## src/inc/pes_pkg.sv

```systemverilog
// constants and types for the receive elastic buffer and status block
package pes_pkg;

  // ---------------------------------------------------------------
  // timing
  // ---------------------------------------------------------------
  localparam int SYS_PERIOD_NS = 50;
  localparam int SYM_PERIOD_NS = 400;
  // one symbol slot on the parallel side, in system clocks
  localparam int READ_DIV = SYM_PERIOD_NS / SYS_PERIOD_NS;
  localparam int DIV_W = 4;
  localparam logic [DIV_W-1:0] DIV_LAST = DIV_W'(READ_DIV - 1);
  // latest start of inversion after request, in symbols
  localparam int INV_LATENCY_SYM = 20;

  // ---------------------------------------------------------------
  // elastic buffer geometry and thresholds
  // ---------------------------------------------------------------
  localparam int BUF_DEPTH = 8;
  localparam int PTR_W = 3;
  localparam int CNT_W = 4;
  localparam logic [CNT_W-1:0] CNT_FULL = 4'h8;
  localparam logic [CNT_W-1:0] CNT_HIGH = 4'h6;
  localparam logic [CNT_W-1:0] CNT_LOW = 4'h3;
  localparam logic [CNT_W-1:0] CNT_MIN_ADD = 4'h2;

  // ---------------------------------------------------------------
  // special symbols (k-codes)
  // ---------------------------------------------------------------
  localparam logic [7:0] K_COM = 8'hbc;
  localparam logic [7:0] K_SKP = 8'h1c;
  localparam logic [7:0] K_EDB = 8'hfe;

  // ---------------------------------------------------------------
  // receive status encoding
  // ---------------------------------------------------------------
  typedef enum logic [2:0] {
    ST_OK       = 3'h0,
    ST_SKP_ADD  = 3'h1,
    ST_SKP_DEL  = 3'h2,
    ST_RX_DET   = 3'h3,
    ST_DEC_ERR  = 3'h4,
    ST_OVERFLOW = 3'h5,
    ST_UNDERFLOW = 3'h6,
    ST_DISP_ERR = 3'h7
  } pesStatus_t;

  // ---------------------------------------------------------------
  // carriers
  // ---------------------------------------------------------------
  typedef struct packed {
    logic [7:0] data;
    logic isK;
    logic decErr;
    logic dispErr;
  } pesLinkSym_t;

  typedef struct packed {
    pesLinkSym_t sym;
    logic ovf;
    logic skpDel;
  } pesBufEntry_t;

  // ---------------------------------------------------------------
  // register map
  // ---------------------------------------------------------------
  localparam int ADDR_W = 8;
  localparam logic [ADDR_W-1:0] REG_IRQ_STAT = 8'h00;
  localparam logic [ADDR_W-1:0] REG_IRQ_MASK = 8'h04;
  localparam logic [ADDR_W-1:0] REG_CTRL = 8'h08;
  localparam logic [ADDR_W-1:0] REG_FILL = 8'h0c;
  localparam int CTRL_EN_BIT = 0;
  localparam logic [7:0] IRQ_MASK_RST = 8'h00;
  localparam logic CTRL_EN_RST = 1'b1;

endpackage

```

## src/core/pes_rx_elastic.sv

```systemverilog
// receive elastic buffer, skip compensation, status codes and tx disparity force
//
// Operation
// - the buffer holds eight symbols, more than the seven needed for worst offset.
// - at most one skip symbol is added or removed in any one skip ordered-set.
// - an add or remove shows a non-zero status for one cycle, with the set's comma.
// - a removed skip is still reported with the comma even if no skip is left.
// - status codes are 0 ok, 1 add, 2 remove, 3 detect, 4 decode, 5 over, 6 under, 7 disparity.
// - each receive error shows its code for one cycle at the affected slot, unless a more urgent error shares that slot.
// - only the most urgent error is shown: underflow, decode, overflow, disparity.
// - an undecodable symbol is replaced by the bad-end symbol with the decode code.
// - a disparity error is flagged in the slot that carries the affected byte.
// - an underflow inserts a bad-end symbol and flags it in that same slot.
// - an overflow drops one symbol and flags the slot of the next symbol that is kept.
// - the inversion flag is raised while requested, within twenty symbols; received data is not inverted here.
// - a one-cycle force pulse makes the aligned transmit byte use negative disparity.
//
// The strobed register port and the address map are this design's own decisions.
`timescale 1ns/1ns
`default_nettype none

module pes_rx_elastic
  import pes_pkg::*;
(
  input wire logic sys_clk,
  input wire logic arst_n,
  // link side, from outside the clock domain
  input wire logic linkClk,
  input wire pesLinkSym_t linkSym,
  input wire logic rxInvertRequest,
  // parallel receive side
  output logic [7:0] rxData_q,
  output logic rxIsK_q,
  output logic rxValid_q,
  output logic [2:0] rxStatusCode_q,
  output logic rxInvertActive_q,
  // transmit side
  input wire logic [7:0] txDataIn,
  input wire logic txNegativeDisparityForce,
  output logic [7:0] txData_q,
  output logic txDispNeg_q,
  // register port
  input wire logic [ADDR_W-1:0] regAddr,
  input wire logic [31:0] regWdata,
  input wire logic regWr,
  input wire logic regRd,
  output logic [31:0] regRdata_q,
  output logic irq_q
);

  // ---------------------------------------------------------------
  // link input synchronisers
  // ---------------------------------------------------------------
  logic linkClkS1_q, linkClkS2_q, linkClkS3_q;
  pesLinkSym_t symS1_q, symS2_q;
  logic invS1_q;
  logic linkRise;

  always_ff @(posedge sys_clk or negedge arst_n)
  begin
    if (!arst_n)
    begin
      linkClkS1_q <= 1'b0;
      linkClkS2_q <= 1'b0;
      linkClkS3_q <= 1'b0;
      symS1_q <= '0;
      symS2_q <= '0;
    end
    else
    begin
      linkClkS1_q <= linkClk;
      linkClkS2_q <= linkClkS1_q;
      linkClkS3_q <= linkClkS2_q;
      symS1_q <= linkSym;
      symS2_q <= symS1_q;
    end
  end

  assign linkRise = linkClkS2_q & ~linkClkS3_q;

  // inversion request reaches the deserialiser in two system clocks
  always_ff @(posedge sys_clk or negedge arst_n)
  begin
    if (!arst_n)
    begin
      invS1_q <= 1'b0;
      rxInvertActive_q <= 1'b0;
    end
    else
    begin
      invS1_q <= rxInvertRequest;
      rxInvertActive_q <= invS1_q;
    end
  end

  // ---------------------------------------------------------------
  // registers and slot divider
  // ---------------------------------------------------------------
  logic [7:0] irqStat_q, irqMask_q;
  logic ctrlEn_q;
  logic [DIV_W-1:0] divCnt_q;
  logic slot;

  always_ff @(posedge sys_clk or negedge arst_n)
  begin
    if (!arst_n)
      divCnt_q <= '0;
    else if (divCnt_q == DIV_LAST)
      divCnt_q <= '0;
    else
      divCnt_q <= divCnt_q + 1'b1;
  end

  assign slot = (divCnt_q == DIV_LAST) & ctrlEn_q;

  // ---------------------------------------------------------------
  // elastic buffer storage and pointers
  // ---------------------------------------------------------------
  pesBufEntry_t mem [BUF_DEPTH];
  logic [PTR_W-1:0] wrPtr_q, rdPtr_q;
  logic [CNT_W-1:0] count_q;
  logic lastWasCom_q, ovfPend_q, insertSkp_q;
  logic wrIsSkp, delSkp, push, pop, overflow;
  pesBufEntry_t head, nextEntry;
  logic headIsCom, nextIsSkp, addSkp;

  assign head = mem[rdPtr_q];
  assign nextEntry = mem[rdPtr_q + 1'b1];
  assign headIsCom = head.sym.isK & (head.sym.data == K_COM) & ~head.sym.decErr;
  assign nextIsSkp = nextEntry.sym.isK & (nextEntry.sym.data == K_SKP);

  assign wrIsSkp = linkRise & symS2_q.isK & (symS2_q.data == K_SKP) & ~symS2_q.decErr;
  // remove only the first skip after the comma, and only while the comma is unread
  assign delSkp = wrIsSkp & lastWasCom_q & (count_q >= CNT_HIGH);
  assign pop = slot & ~insertSkp_q & (count_q != '0);
  assign overflow = linkRise & ~delSkp & (count_q == CNT_FULL) & ~pop;
  assign push = linkRise & ~delSkp & ~overflow;
  // add one skip behind a comma when running low and a skip follows
  assign addSkp = pop & headIsCom & (count_q >= CNT_MIN_ADD) & (count_q <= CNT_LOW)
    & nextIsSkp;

  always_ff @(posedge sys_clk)
  begin
    if (push)
      mem[wrPtr_q] <= '{sym: symS2_q, ovf: ovfPend_q, skpDel: 1'b0};
    if (delSkp)
      mem[wrPtr_q - 1'b1].skpDel <= 1'b1;
  end

  always_ff @(posedge sys_clk or negedge arst_n)
  begin
    if (!arst_n)
    begin
      wrPtr_q <= '0;
      rdPtr_q <= '0;
      count_q <= '0;
    end
    else
    begin
      if (push)
        wrPtr_q <= wrPtr_q + 1'b1;
      if (pop)
        rdPtr_q <= rdPtr_q + 1'b1;
      count_q <= count_q + CNT_W'(push) - CNT_W'(pop);
    end
  end

  // skip set tracking and overflow marking
  always_ff @(posedge sys_clk or negedge arst_n)
  begin
    if (!arst_n)
    begin
      lastWasCom_q <= 1'b0;
      ovfPend_q <= 1'b0;
    end
    else
    begin
      if (linkRise)
        lastWasCom_q <= push & symS2_q.isK & (symS2_q.data == K_COM) & ~symS2_q.decErr;
      // dropped symbol is flagged on the slot of its successor
      if (overflow)
        ovfPend_q <= 1'b1;
      else if (push)
        ovfPend_q <= 1'b0;
    end
  end

  // ---------------------------------------------------------------
  // status selection for the slot being presented
  // ---------------------------------------------------------------
  pesStatus_t slotStatus;
  logic [7:0] slotData;
  logic slotIsK;

  always_comb
  begin
    slotData = head.sym.data;
    slotIsK = head.sym.isK;
    slotStatus = ST_OK;
    if (insertSkp_q)
    begin
      slotData = K_SKP;
      slotIsK = 1'b1;
    end
    else if (count_q == '0)
    begin
      slotData = K_EDB;
      slotIsK = 1'b1;
      slotStatus = ST_UNDERFLOW;
    end
    else if (head.sym.decErr)
    begin
      slotData = K_EDB;
      slotIsK = 1'b1;
      slotStatus = ST_DEC_ERR;
    end
    else if (head.ovf)
      slotStatus = ST_OVERFLOW;
    else if (head.sym.dispErr)
      slotStatus = ST_DISP_ERR;
    else if (head.skpDel)
      slotStatus = ST_SKP_DEL;
    else if (addSkp)
      slotStatus = ST_SKP_ADD;
  end

  // ---------------------------------------------------------------
  // parallel output, one status per slot
  // ---------------------------------------------------------------
  always_ff @(posedge sys_clk or negedge arst_n)
  begin
    if (!arst_n)
    begin
      rxData_q <= 8'h00;
      rxIsK_q <= 1'b0;
      rxValid_q <= 1'b0;
      rxStatusCode_q <= ST_OK;
      insertSkp_q <= 1'b0;
    end
    else
    begin
      rxValid_q <= slot;
      if (slot)
      begin
        rxData_q <= slotData;
        rxIsK_q <= slotIsK;
        rxStatusCode_q <= slotStatus;
        insertSkp_q <= addSkp;
      end
      else
        rxStatusCode_q <= ST_OK;
    end
  end

  // ---------------------------------------------------------------
  // transmit disparity force, aligned with its byte
  // ---------------------------------------------------------------
  always_ff @(posedge sys_clk or negedge arst_n)
  begin
    if (!arst_n)
    begin
      txData_q <= 8'h00;
      txDispNeg_q <= 1'b0;
    end
    else
    begin
      txData_q <= txDataIn;
      txDispNeg_q <= txNegativeDisparityForce;
    end
  end

  // ---------------------------------------------------------------
  // register file and interrupt
  // ---------------------------------------------------------------
  logic [7:0] statSet;
  logic statClr;

  // bit n of the status register records non-zero status code n
  always_comb
  begin
    statSet = 8'h00;
    if (slot && slotStatus != ST_OK)
      statSet[slotStatus] = 1'b1;
  end

  assign statClr = regRd & (regAddr == REG_IRQ_STAT);

  always_ff @(posedge sys_clk or negedge arst_n)
  begin
    if (!arst_n)
    begin
      irqStat_q <= 8'h00;
      irqMask_q <= IRQ_MASK_RST;
      ctrlEn_q <= CTRL_EN_RST;
    end
    else
    begin
      // a new event wins over the read clear
      irqStat_q <= (statClr ? 8'h00 : irqStat_q) | statSet;
      if (regWr && regAddr == REG_IRQ_MASK)
        irqMask_q <= regWdata[7:0];
      if (regWr && regAddr == REG_CTRL)
        ctrlEn_q <= regWdata[CTRL_EN_BIT];
    end
  end

  always_ff @(posedge sys_clk or negedge arst_n)
  begin
    if (!arst_n)
    begin
      regRdata_q <= 32'h0000_0000;
      irq_q <= 1'b0;
    end
    else
    begin
      irq_q <= |(irqStat_q & irqMask_q);
      regRdata_q <= 32'h0000_0000;
      if (regRd)
      begin
        case (regAddr)
          REG_IRQ_STAT: regRdata_q <= {24'h000000, irqStat_q};
          REG_IRQ_MASK: regRdata_q <= {24'h000000, irqMask_q};
          REG_CTRL: regRdata_q <= {31'h00000000, ctrlEn_q};
          REG_FILL: regRdata_q <= {28'h0000000, count_q};
          default: regRdata_q <= 32'h0000_0000;
        endcase
      end
    end
  end

endmodule

`default_nettype wire

```

## config.mk

```make
export PLATFORM = sky130hd
export DESIGN_NAME = pes_rx_elastic
export DESIGN_NICKNAME = d
export VERILOG_FILES = /design/src/inc/pes_pkg.sv /design/src/core/pes_rx_elastic.sv
export SDC_FILE = /design/constraint.sdc
export NUM_CORES = 1
export LEC_CHECK = 0
export BUFFER_PORTS_ARGS = -buffer_cell sky130_fd_sc_hd__buf_2
export CAP_MARGIN = 10
export CELL_PAD_IN_SITES_DETAIL_PLACEMENT = 1
export CELL_PAD_IN_SITES_GLOBAL_PLACEMENT = 1
export CORE_MARGIN = 3
export CORE_UTILIZATION = 40
export CTS_BUF_LIST = sky130_fd_sc_hd__clkbuf_16
export CTS_CLUSTER_DIAMETER = 100
export CTS_CLUSTER_SIZE = 14
export DETAILED_ROUTE_END_ITERATION = 8
export PLACE_DENSITY = 0.7
export SYNTH_ARGS = -nofsm -noshare
export SYNTH_HDL_FRONTEND = slang
export SYNTH_SLANG_ARGS = --single-unit
export TNS_END_PERCENT = 30
```

## constraint.sdc

```tcl
create_clock -name sys_clk -period 2.65 [get_ports sys_clk]
set_input_delay 0.265 -clock sys_clk [delete_from_list [all_inputs] [get_ports sys_clk]]
set_output_delay 0.265 -clock sys_clk [all_outputs]
set_load 0.005 [all_outputs]
```

# [After elaboration in Yosys (flattened, before gate mapping)]
# Memory sizes are Yosys's and may differ from the RTL's.
# Cells that the tools add are included.
[totals] register_bits=116 ram_bits=104 in_bits=66 word_cells=126 memories=1
[op_classes] addsub=6 order_cmp=5 eq_ne=9 muxes=30 bitwise_logic=33 n_reduce_logical=11
[mem_list] memory="mem" words=8 word_bits=13 rd=2 rd_clocked_by_memory_dff=0 wr=1 line="pes_rx_elastic.sv:119" rtl="pesBufEntry_t mem [BUF_DEPTH];"
[ops] cell="$mux W8" n=6
[ops] cell="$pmux W8 S4" n=1
[ops] cell="$and A1 B1 Y1" n=24
[ops] cell="$mux W3" n=7
[ops] cell="$eq A8 B4 Y1 const B" n=2
[ops] cell="$eq A8 B5 Y1 const B" n=2
[ops] cell="$eq A8 B8 Y1 const B" n=2
[ops] cell="$mux W13" n=1
[ops] cell="$reduce_or A13 Y1" n=1
[ops] cell="$mux W1" n=11
[ops] cell="$and A8 B8 Y8" n=1
[ops] cell="$eq A8 B3 Y1 const B" n=1
[ops] cell="$logic_not A8 Y1" n=1
[ops] cell="$or A8 B8 Y8" n=1
[ops] cell="$reduce_or A8 Y1" n=1
[ops] cell="$not A1 Y1" n=7
[ops] cell="$add A3 B1 Y3 const B" n=2
[ops] cell="$add A4 B1 Y4" n=1
[ops] cell="$add A4 B1 Y4 const B" n=1
[ops] cell="$eq A4 B3 Y1 const B" n=1
[ops] cell="$eq A4 B4 Y1 const B" n=1
[ops] cell="$ge A4 B2 Y1 const B" n=1
[ops] cell="$ge A4 B3 Y1 const B" n=1
[ops] cell="$le A4 B2 Y1 const B" n=1
[ops] cell="12 further kinds" n=16

# [Logic depth before layout (Yosys ltp)]
[logic_depth] word_depth=21 ltp_mapped=11 depth_no_buf=11

# [Worst setup path after synthesis]
# No wires, ideal clock.
[synth_path] path_type="reg-to-reg" from="reg divCnt_q[0]" to="mem mem[6][10] (netlist name), enable pin" setup_time_ps=380 t_arrival_ps=2452 required_time_ps=2270 setup_slack_ps=-183 path_stages_with_launch=8 synth_period_minus_slack_ps=2833 path_cell_list="dfrtp_1 > ha_1 > nand4b_2 > nor3_4 > nor4b_1 > or3_1 > or4_4 > nor2_1"
[synth_between] elab_chain_len=11
[synth_rtl] element="start: declaration" line="pes_rx_elastic.sv:101" rtl="logic [DIV_W-1:0] divCnt_q;"
[synth_rtl] element="start signal: assignment" line="pes_rx_elastic.sv:111" rtl="divCnt_q <= divCnt_q + 1'b1;"
[synth_rtl] element="$eq A4 B3 Y1" line="pes_rx_elastic.sv:114" rtl="assign slot = (divCnt_q == DIV_LAST) & ctrlEn_q;"
[synth_rtl] element="$and A1 B1 Y1" line="pes_rx_elastic.sv:114"
[synth_rtl] element="$and A1 B1 Y1 (2 in a row)" line="pes_rx_elastic.sv:135" rtl="assign pop = slot & ~insertSkp_q & (count_q != '0);"
[synth_rtl] element="$not A1 Y1" line="pes_rx_elastic.sv:136" rtl="assign overflow = linkRise & ~delSkp & (count_q == CNT_FULL) & ~pop;"
[synth_rtl] element="$and A1 B1 Y1" line="pes_rx_elastic.sv:136"
[synth_rtl] element="$not A1 Y1" line="pes_rx_elastic.sv:137" rtl="assign push = linkRise & ~delSkp & ~overflow;"
[synth_rtl] element="$and A1 B1 Y1" line="pes_rx_elastic.sv:137"
[synth_rtl] element="$mux W1" line="pes_rx_elastic.sv:144" rtl="if (push)"
[synth_rtl] element="$mux W1 (not written as such)" line="pes_rx_elastic.sv:145" rtl="mem[wrPtr_q] <= '{sym: symS2_q, ovf: ovfPend_q, skpDel: 1'b0};"
[synth_rtl] element="$mux W2 (no source line)"
[synth_rtl] element="end: declaration" line="pes_rx_elastic.sv:119"
# No other way between the ends.

# [Final worst setup path]
[layout_path] from="reg count_q[3]" to="mem mem[2][1] (netlist name), enable pin"
[layout_between] elab_chain_len=11
[layout_rtl] element="start: declaration" line="pes_rx_elastic.sv:121" rtl="logic [CNT_W-1:0] count_q;"
[layout_rtl] element="start signal: assignment" line="pes_rx_elastic.sv:164" rtl="count_q <= count_q + CNT_W'(push) - CNT_W'(pop);"
[layout_rtl] element="$ge A4 B3 Y1" line="pes_rx_elastic.sv:134" rtl="assign delSkp = wrIsSkp & lastWasCom_q & (count_q >= CNT_HIGH);"
[layout_rtl] element="$and A1 B1 Y1" line="pes_rx_elastic.sv:134"
[layout_rtl] element="$not A1 Y1" line="pes_rx_elastic.sv:136, pes_rx_elastic.sv:137"
[layout_rtl] element="$and A1 B1 Y1" line="pes_rx_elastic.sv:136, pes_rx_elastic.sv:137"
[layout_rtl] element="$and A1 B1 Y1 (2 in a row)" line="pes_rx_elastic.sv:136"
[layout_rtl] element="$not A1 Y1" line="pes_rx_elastic.sv:137"
[layout_rtl] element="$and A1 B1 Y1" line="pes_rx_elastic.sv:137"
[layout_rtl] element="$mux W1" line="pes_rx_elastic.sv:144"
[layout_rtl] element="$mux W1 (not written as such)" line="pes_rx_elastic.sv:145"
[layout_rtl] element="$mux W2 (no source line)"
# Parallel ways exist; a longest one is shown, timed or not.

==> qor.txt <==
GRT
---------------------------------------------------------------------------
Met1 track demand over resource                                       22.1%
GRT Util Overall                                                      17.3%
GR met3 Demand/Resource                                               3.56%
Wire length of the first global-routing pass                       29600 um
Busiest layer in global routing                                        met2
Maximum number of pins on one net before global-route repair             54
Number of global-route vias before repair                              5372
GRT overflow                                                              0
Initial antenna violation count                                           0
Grt met2 use                                                          29.9%

POWER
---------------------------------------------------------------------------
Switching power summed over all nets                                2.11 mW
P_int                                                               5.33 mW
Portion of total power attributed to the clock network                33.3%
Power per Cell Area                                             749 nW/um^2
Worst supply voltage drop on vdd                                   0.448 mV
Leakage power figure                                                4.02 nW
Switching portion of total power                                      28.4%
Reg power frac                                                        49.2%
Logic pwr share                                                       17.5%

LAYOUT
---------------------------------------------------------------------------
Fillers                                                                1940
Growth of design area from synthesis to finish                        21.6%
Share of layout cells above drive strength 1                          32.7%
Layout Nets                                                             743
Antenna cells                                                             0

TIMING
---------------------------------------------------------------------------
Hold violation count in the final report                                  0
Final worst path period need                                        2.63 ns
Worst Max-Slew Pin Slew                                            0.697 ns
Setup violations, final                                                   0
Setup slack of the critical path after layout                     0.0175 ns
Highest attainable clock frequency                                0.380 GHz
Worst slack on hold paths                                         0.0644 ns
Setup repair after global routing missed its margin                    true
Final clock skew                                                 0.00998 ns
Max_slew headroom                                                     53.6%
Fraction of the cycle the final worst path needs                      99.3%
Max-slew violation total from the final report                            0

CRITICAL PATH
---------------------------------------------------------------------------
Type of origin of the critical path                                register
Cell with the largest stage delay on the worst path            sky130_fd_sc_hd__or4_4
Critical Path Max Stage Delay                                       0.48 ns
Source of the worst register-to-register timing path             count_q[3]
Reg2reg path depth                                                       10
Worst endpoint data arrival time                                    2.77 ns
Worst reg2reg setup slack                                           0.02 ns
CP delay by family, top                                        simple AND/OR/NAND/NOR gates
Critical Path Fanout Max                                                 12
Crit-path most repeated cell                                   sky130_fd_sc_hd__buf_6
Buffer and inverter count on the worst path                               4
Worst setup EP type                                                register
R2R Path End                                                      mem[2][1]
CP required                                                         2.79 ns
Critical path, cell by cell                                    inv_2 > ha_1 > a21oi_2 > buf_6 > nor3_2 > buf_4 > or3_4 > or4_4 > nor2_2 > buf_6
Worst setup path category                                      register to register

CLOCK TREE
---------------------------------------------------------------------------
CTS tree                                                                yes
Clock buffers created by TritonCTS                                       17
Worst-skew pair later-pin latency                                   0.43 ns
Clock-pin slew on the worst setup and hold paths                    0.07 ns
Root Buffer                                                    sky130_fd_sc_hd__clkbuf_16
Maximum buffer depth of the clock tree                                    2
H-tree depth reported by CTS                                              4
Sinks on the clock net                                                  196

SYNTHESIS
---------------------------------------------------------------------------
Count of state elements after synthesis                                 196
Area fraction of the dominant cell type after synthesis               38.2%
Synthesized netlist cell count                                          529
Number of warnings issued by yosys                                        0
Number of enable flip-flop cells after synthesis                        104
Largest cells by area after synthesis                          sky130_fd_sc_hd__edfxtp_1, sky130_fd_sc_hd__dfrtp_1, sky130_fd_sc_hd__mux4_2
Async set-reset flop share out of synthesis                           46.9%
Area of the mapped netlist                                       8180 sq um
Sequential-to-total area share from yosys stat                        66.4%
Main synth FF type                                             sky130_fd_sc_hd__edfxtp_1
Top cell type by total area after synthesis                    sky130_fd_sc_hd__edfxtp_1
Cell variety after synth                                                 56
Average cell area after synthesis                                15.5 sq um

WORST HOLD PATH
---------------------------------------------------------------------------
Hold/Removal Path Class                                        input port to register
Hold path endpoint                                             irqMask_q[7]
Instance count along the most critical hold path                          2
Startpoint of the tightest hold check path                      regWdata[7]

FLOORPLANNING
---------------------------------------------------------------------------
Starting Density                                                      41.3%
Die outline height                                                   149 um
Die area                                                        22200 sq um
Cell row count                                                           51
Num ports                                                               122
X dimension of the die                                               149 um
Core region area                                                19800 sq um

DRT
---------------------------------------------------------------------------
DR vias/cell                                                           5.22
Number of nets still failing antenna checks after routing                 0
WL per Instance                                                     19.8 um
Detailed router's first-iteration violation count                       315
Total vias in the final route                                          4927
Sum of routed wire length over all layers                          18700 um
Drt drc                                                                   0
DR pass1 iterations                                                       5

PLACED DESIGN
---------------------------------------------------------------------------
Quantity of I/O buffers inserted on ports                                73
Global placement routability congestion                               0.847
Post-detailed-placement half-perimeter wirelength                  13300 um
Setup WS pre-CTS                                                 -0.0992 ns

RUN STATUS
---------------------------------------------------------------------------
Status                                                         complete, no violations

JOB
---------------------------------------------------------------------------
Max-capacitance violation count                                           0

-- power by group through the flow --
| stage | Clock [mW] | Combinational [mW] | Sequential, mW |
|---|---|---|---|
| global route | 2.68 | 1.43 | 3.69 |
| finish | 2.48 | 1.30 | 3.66 |
| global placement | 0 | 1.12 | 3.70 |
| floorplan | 0 | 0.794 | 3.65 |
| CTS | 2.55 | 1.26 | 3.65 |
| detailed placement | 0 | 1.19 | 3.72 |
-- per-layer routing --
| layer | share of wire [%] | wire length (um) | vias to the layer above |
|---|---|---|---|
| met3 | 4.9 | 920 | 19 |
| met5 | 0 | 0 | - |
| met2 | 51 | 9560 | 155 |
| met4 | 1.2 | 223 | 0 |
| li1 | - | - | 2221 |
| met1 | 43 | 8000 | 2532 |
-- worst reg2reg max path: stages (launching register included) --
cell and delay [ns]:
sky130_fd_sc_hd__dfrtp_1 0.37, sky130_fd_sc_hd__inv_2 0.07, sky130_fd_sc_hd__ha_1 0.21, sky130_fd_sc_hd__a21oi_2 0.18, sky130_fd_sc_hd__buf_6 0.14, sky130_fd_sc_hd__nor3_2 0.04, sky130_fd_sc_hd__buf_4 0.15, sky130_fd_sc_hd__or3_4 0.38
sky130_fd_sc_hd__or4_4 0.48, sky130_fd_sc_hd__nor2_2 0.14, sky130_fd_sc_hd__buf_6 0.18
-- Yosys cell counts (3+ instances only) --
cell type	number
sky130_fd_sc_hd__edfxtp_1	104
sky130_fd_sc_hd__dfrtp_1	91
sky130_fd_sc_hd__nor2_1	37
sky130_fd_sc_hd__mux4_2	25
sky130_fd_sc_hd__buf_4	24
sky130_fd_sc_hd__mux2i_1	18
sky130_fd_sc_hd__nand2_1	18
sky130_fd_sc_hd__nor3_1	16
sky130_fd_sc_hd__clkbuf_1	15
sky130_fd_sc_hd__nand4_1	15
sky130_fd_sc_hd__mux2_2	14
sky130_fd_sc_hd__nor4b_1	11
sky130_fd_sc_hd__a21oi_1	10
sky130_fd_sc_hd__ha_1	10
sky130_fd_sc_hd__inv_1	10
sky130_fd_sc_hd__a21o_1	7
sky130_fd_sc_hd__nor4bb_1	7
sky130_fd_sc_hd__a211oi_1	6
sky130_fd_sc_hd__nor2b_1	6
sky130_fd_sc_hd__nor4_1	6
sky130_fd_sc_hd__xor2_1	6
sky130_fd_sc_hd__o21ai_0	5
sky130_fd_sc_hd__a22oi_1	4
sky130_fd_sc_hd__a31oi_1	4
sky130_fd_sc_hd__buf_2	4
sky130_fd_sc_hd__nand3_1	4
sky130_fd_sc_hd__nor3b_1	4
sky130_fd_sc_hd__xnor2_1	4
sky130_fd_sc_hd__buf_6	3
sky130_fd_sc_hd__mux2_4	3
sky130_fd_sc_hd__nand2b_1	3
-- final cells by class --
type | instances | area (sq um) | area share (%)
tap | 265 | 332 | 3.34
clock buffer | 17 | 425 | 4.28
inverter | 10 | 37.5 | 0.378
clock inverter | 15 | 136 | 1.37
sequential | 196 | 5430 | 54.6
multi-input combinational | 298 | 2550 | 25.7
timing repair buffer | 143 | 1030 | 10.3
-- worst max-delay path by stage --
stage	startpoint	endpoint	depth (start not counted)
2_1_floorplan	divCnt_q[0]	mem[6][10]	7
3_3_place_gp	count_q[2]	mem[2][4]	10
3_5_place_dp	linkClkS3_q	count_q[1]	8
4_1_cts	count_q[3]	mem[6][3]	10
5_1_grt	count_q[3]	mem[6][3]	10
6_report	count_q[3]	mem[2][1]	10
-- stage by stage --
stage | total power, mW | util [%] | instances | setup TNS [ns] | cell area [sq um]
6_report | 7.45 | 50.3 | 944 | 0 | 9940
5_1_grt | 7.80 | 50.3 | 944 | -2.24 | 9940
4_1_cts | 7.46 | 49.9 | 943 | 0 | 9860
3_5_place_dp | 4.91 | 45.6 | 885 | -0.881 | 9010
3_3_place_gp | 4.81 | 45.6 | 885 | 0 | 9010
2_1_floorplan | 4.45 | - | 552 | -5.70 | 8270
-- kinds of logic (layout without fill, tap and decap cells) --
kind of cell	Yosys count	in the layout	synth area share, %
multiplexers	61	61	11.7
AND/OR/NAND/NOR	146	146	10.7
other	1	24	0.0459
adder cells (fa/ha/maj)	11	11	1.78
XOR/XNOR	11	11	1.27
buffers and inverters	58	185	4.50
AO/OA/AOI/OAI	45	45	3.64
flip-flops	196	196	66.4
-- placed cells by master (no fill, tap or decap), types with 4 or more instances in the layout --
cell	instances
sky130_fd_sc_hd__nor4bb_1	7
sky130_fd_sc_hd__nand2_1	18
sky130_fd_sc_hd__a21o_1	7
sky130_fd_sc_hd__nor2b_1	6
sky130_fd_sc_hd__nor3_1	15
sky130_fd_sc_hd__inv_6	5
sky130_fd_sc_hd__clkbuf_16	17
sky130_fd_sc_hd__dlygate4sd3_1	23
sky130_fd_sc_hd__nand3_1	4
sky130_fd_sc_hd__dfrtp_1	90
sky130_fd_sc_hd__a31oi_1	4
sky130_fd_sc_hd__mux4_2	25
sky130_fd_sc_hd__edfxtp_1	104
sky130_fd_sc_hd__mux2i_1	18
sky130_fd_sc_hd__nand4_1	15
sky130_fd_sc_hd__a21oi_1	9
sky130_fd_sc_hd__xor2_1	5
sky130_fd_sc_hd__mux2_2	14
sky130_fd_sc_hd__xnor2_1	4
sky130_fd_sc_hd__buf_6	7
sky130_fd_sc_hd__nor3b_1	4
sky130_fd_sc_hd__nor4_1	6
sky130_fd_sc_hd__nor2_1	34
sky130_fd_sc_hd__buf_4	37
sky130_fd_sc_hd__inv_8	5
sky130_fd_sc_hd__ha_1	8
sky130_fd_sc_hd__a22oi_1	4
sky130_fd_sc_hd__a211oi_1	6
sky130_fd_sc_hd__inv_1	8
sky130_fd_sc_hd__conb_1	24
sky130_fd_sc_hd__nor4b_1	8
sky130_fd_sc_hd__buf_12	4
sky130_fd_sc_hd__buf_2	72
-- sequential cells by signal (all words and copies together), names as in the netlist, 8 cells and up --
signal / flops
rxData_q: 8
symS2_q: 11
irqMask_q: 8
irqStat_q: 8
txData_q: 8
regRdata_q: 8
symS1_q: 11
mem: 104
-- repair_timing --
action,4_1_cts,5_1_grt
setup endpoints to repair,39,81
resized for setup,12,16
buffers inserted,2,1
endpoints found under the hold margin,74,0
hold buffers,23,0
cloned,1,0
Note: power is estimated with default switching activity, not from simulation.
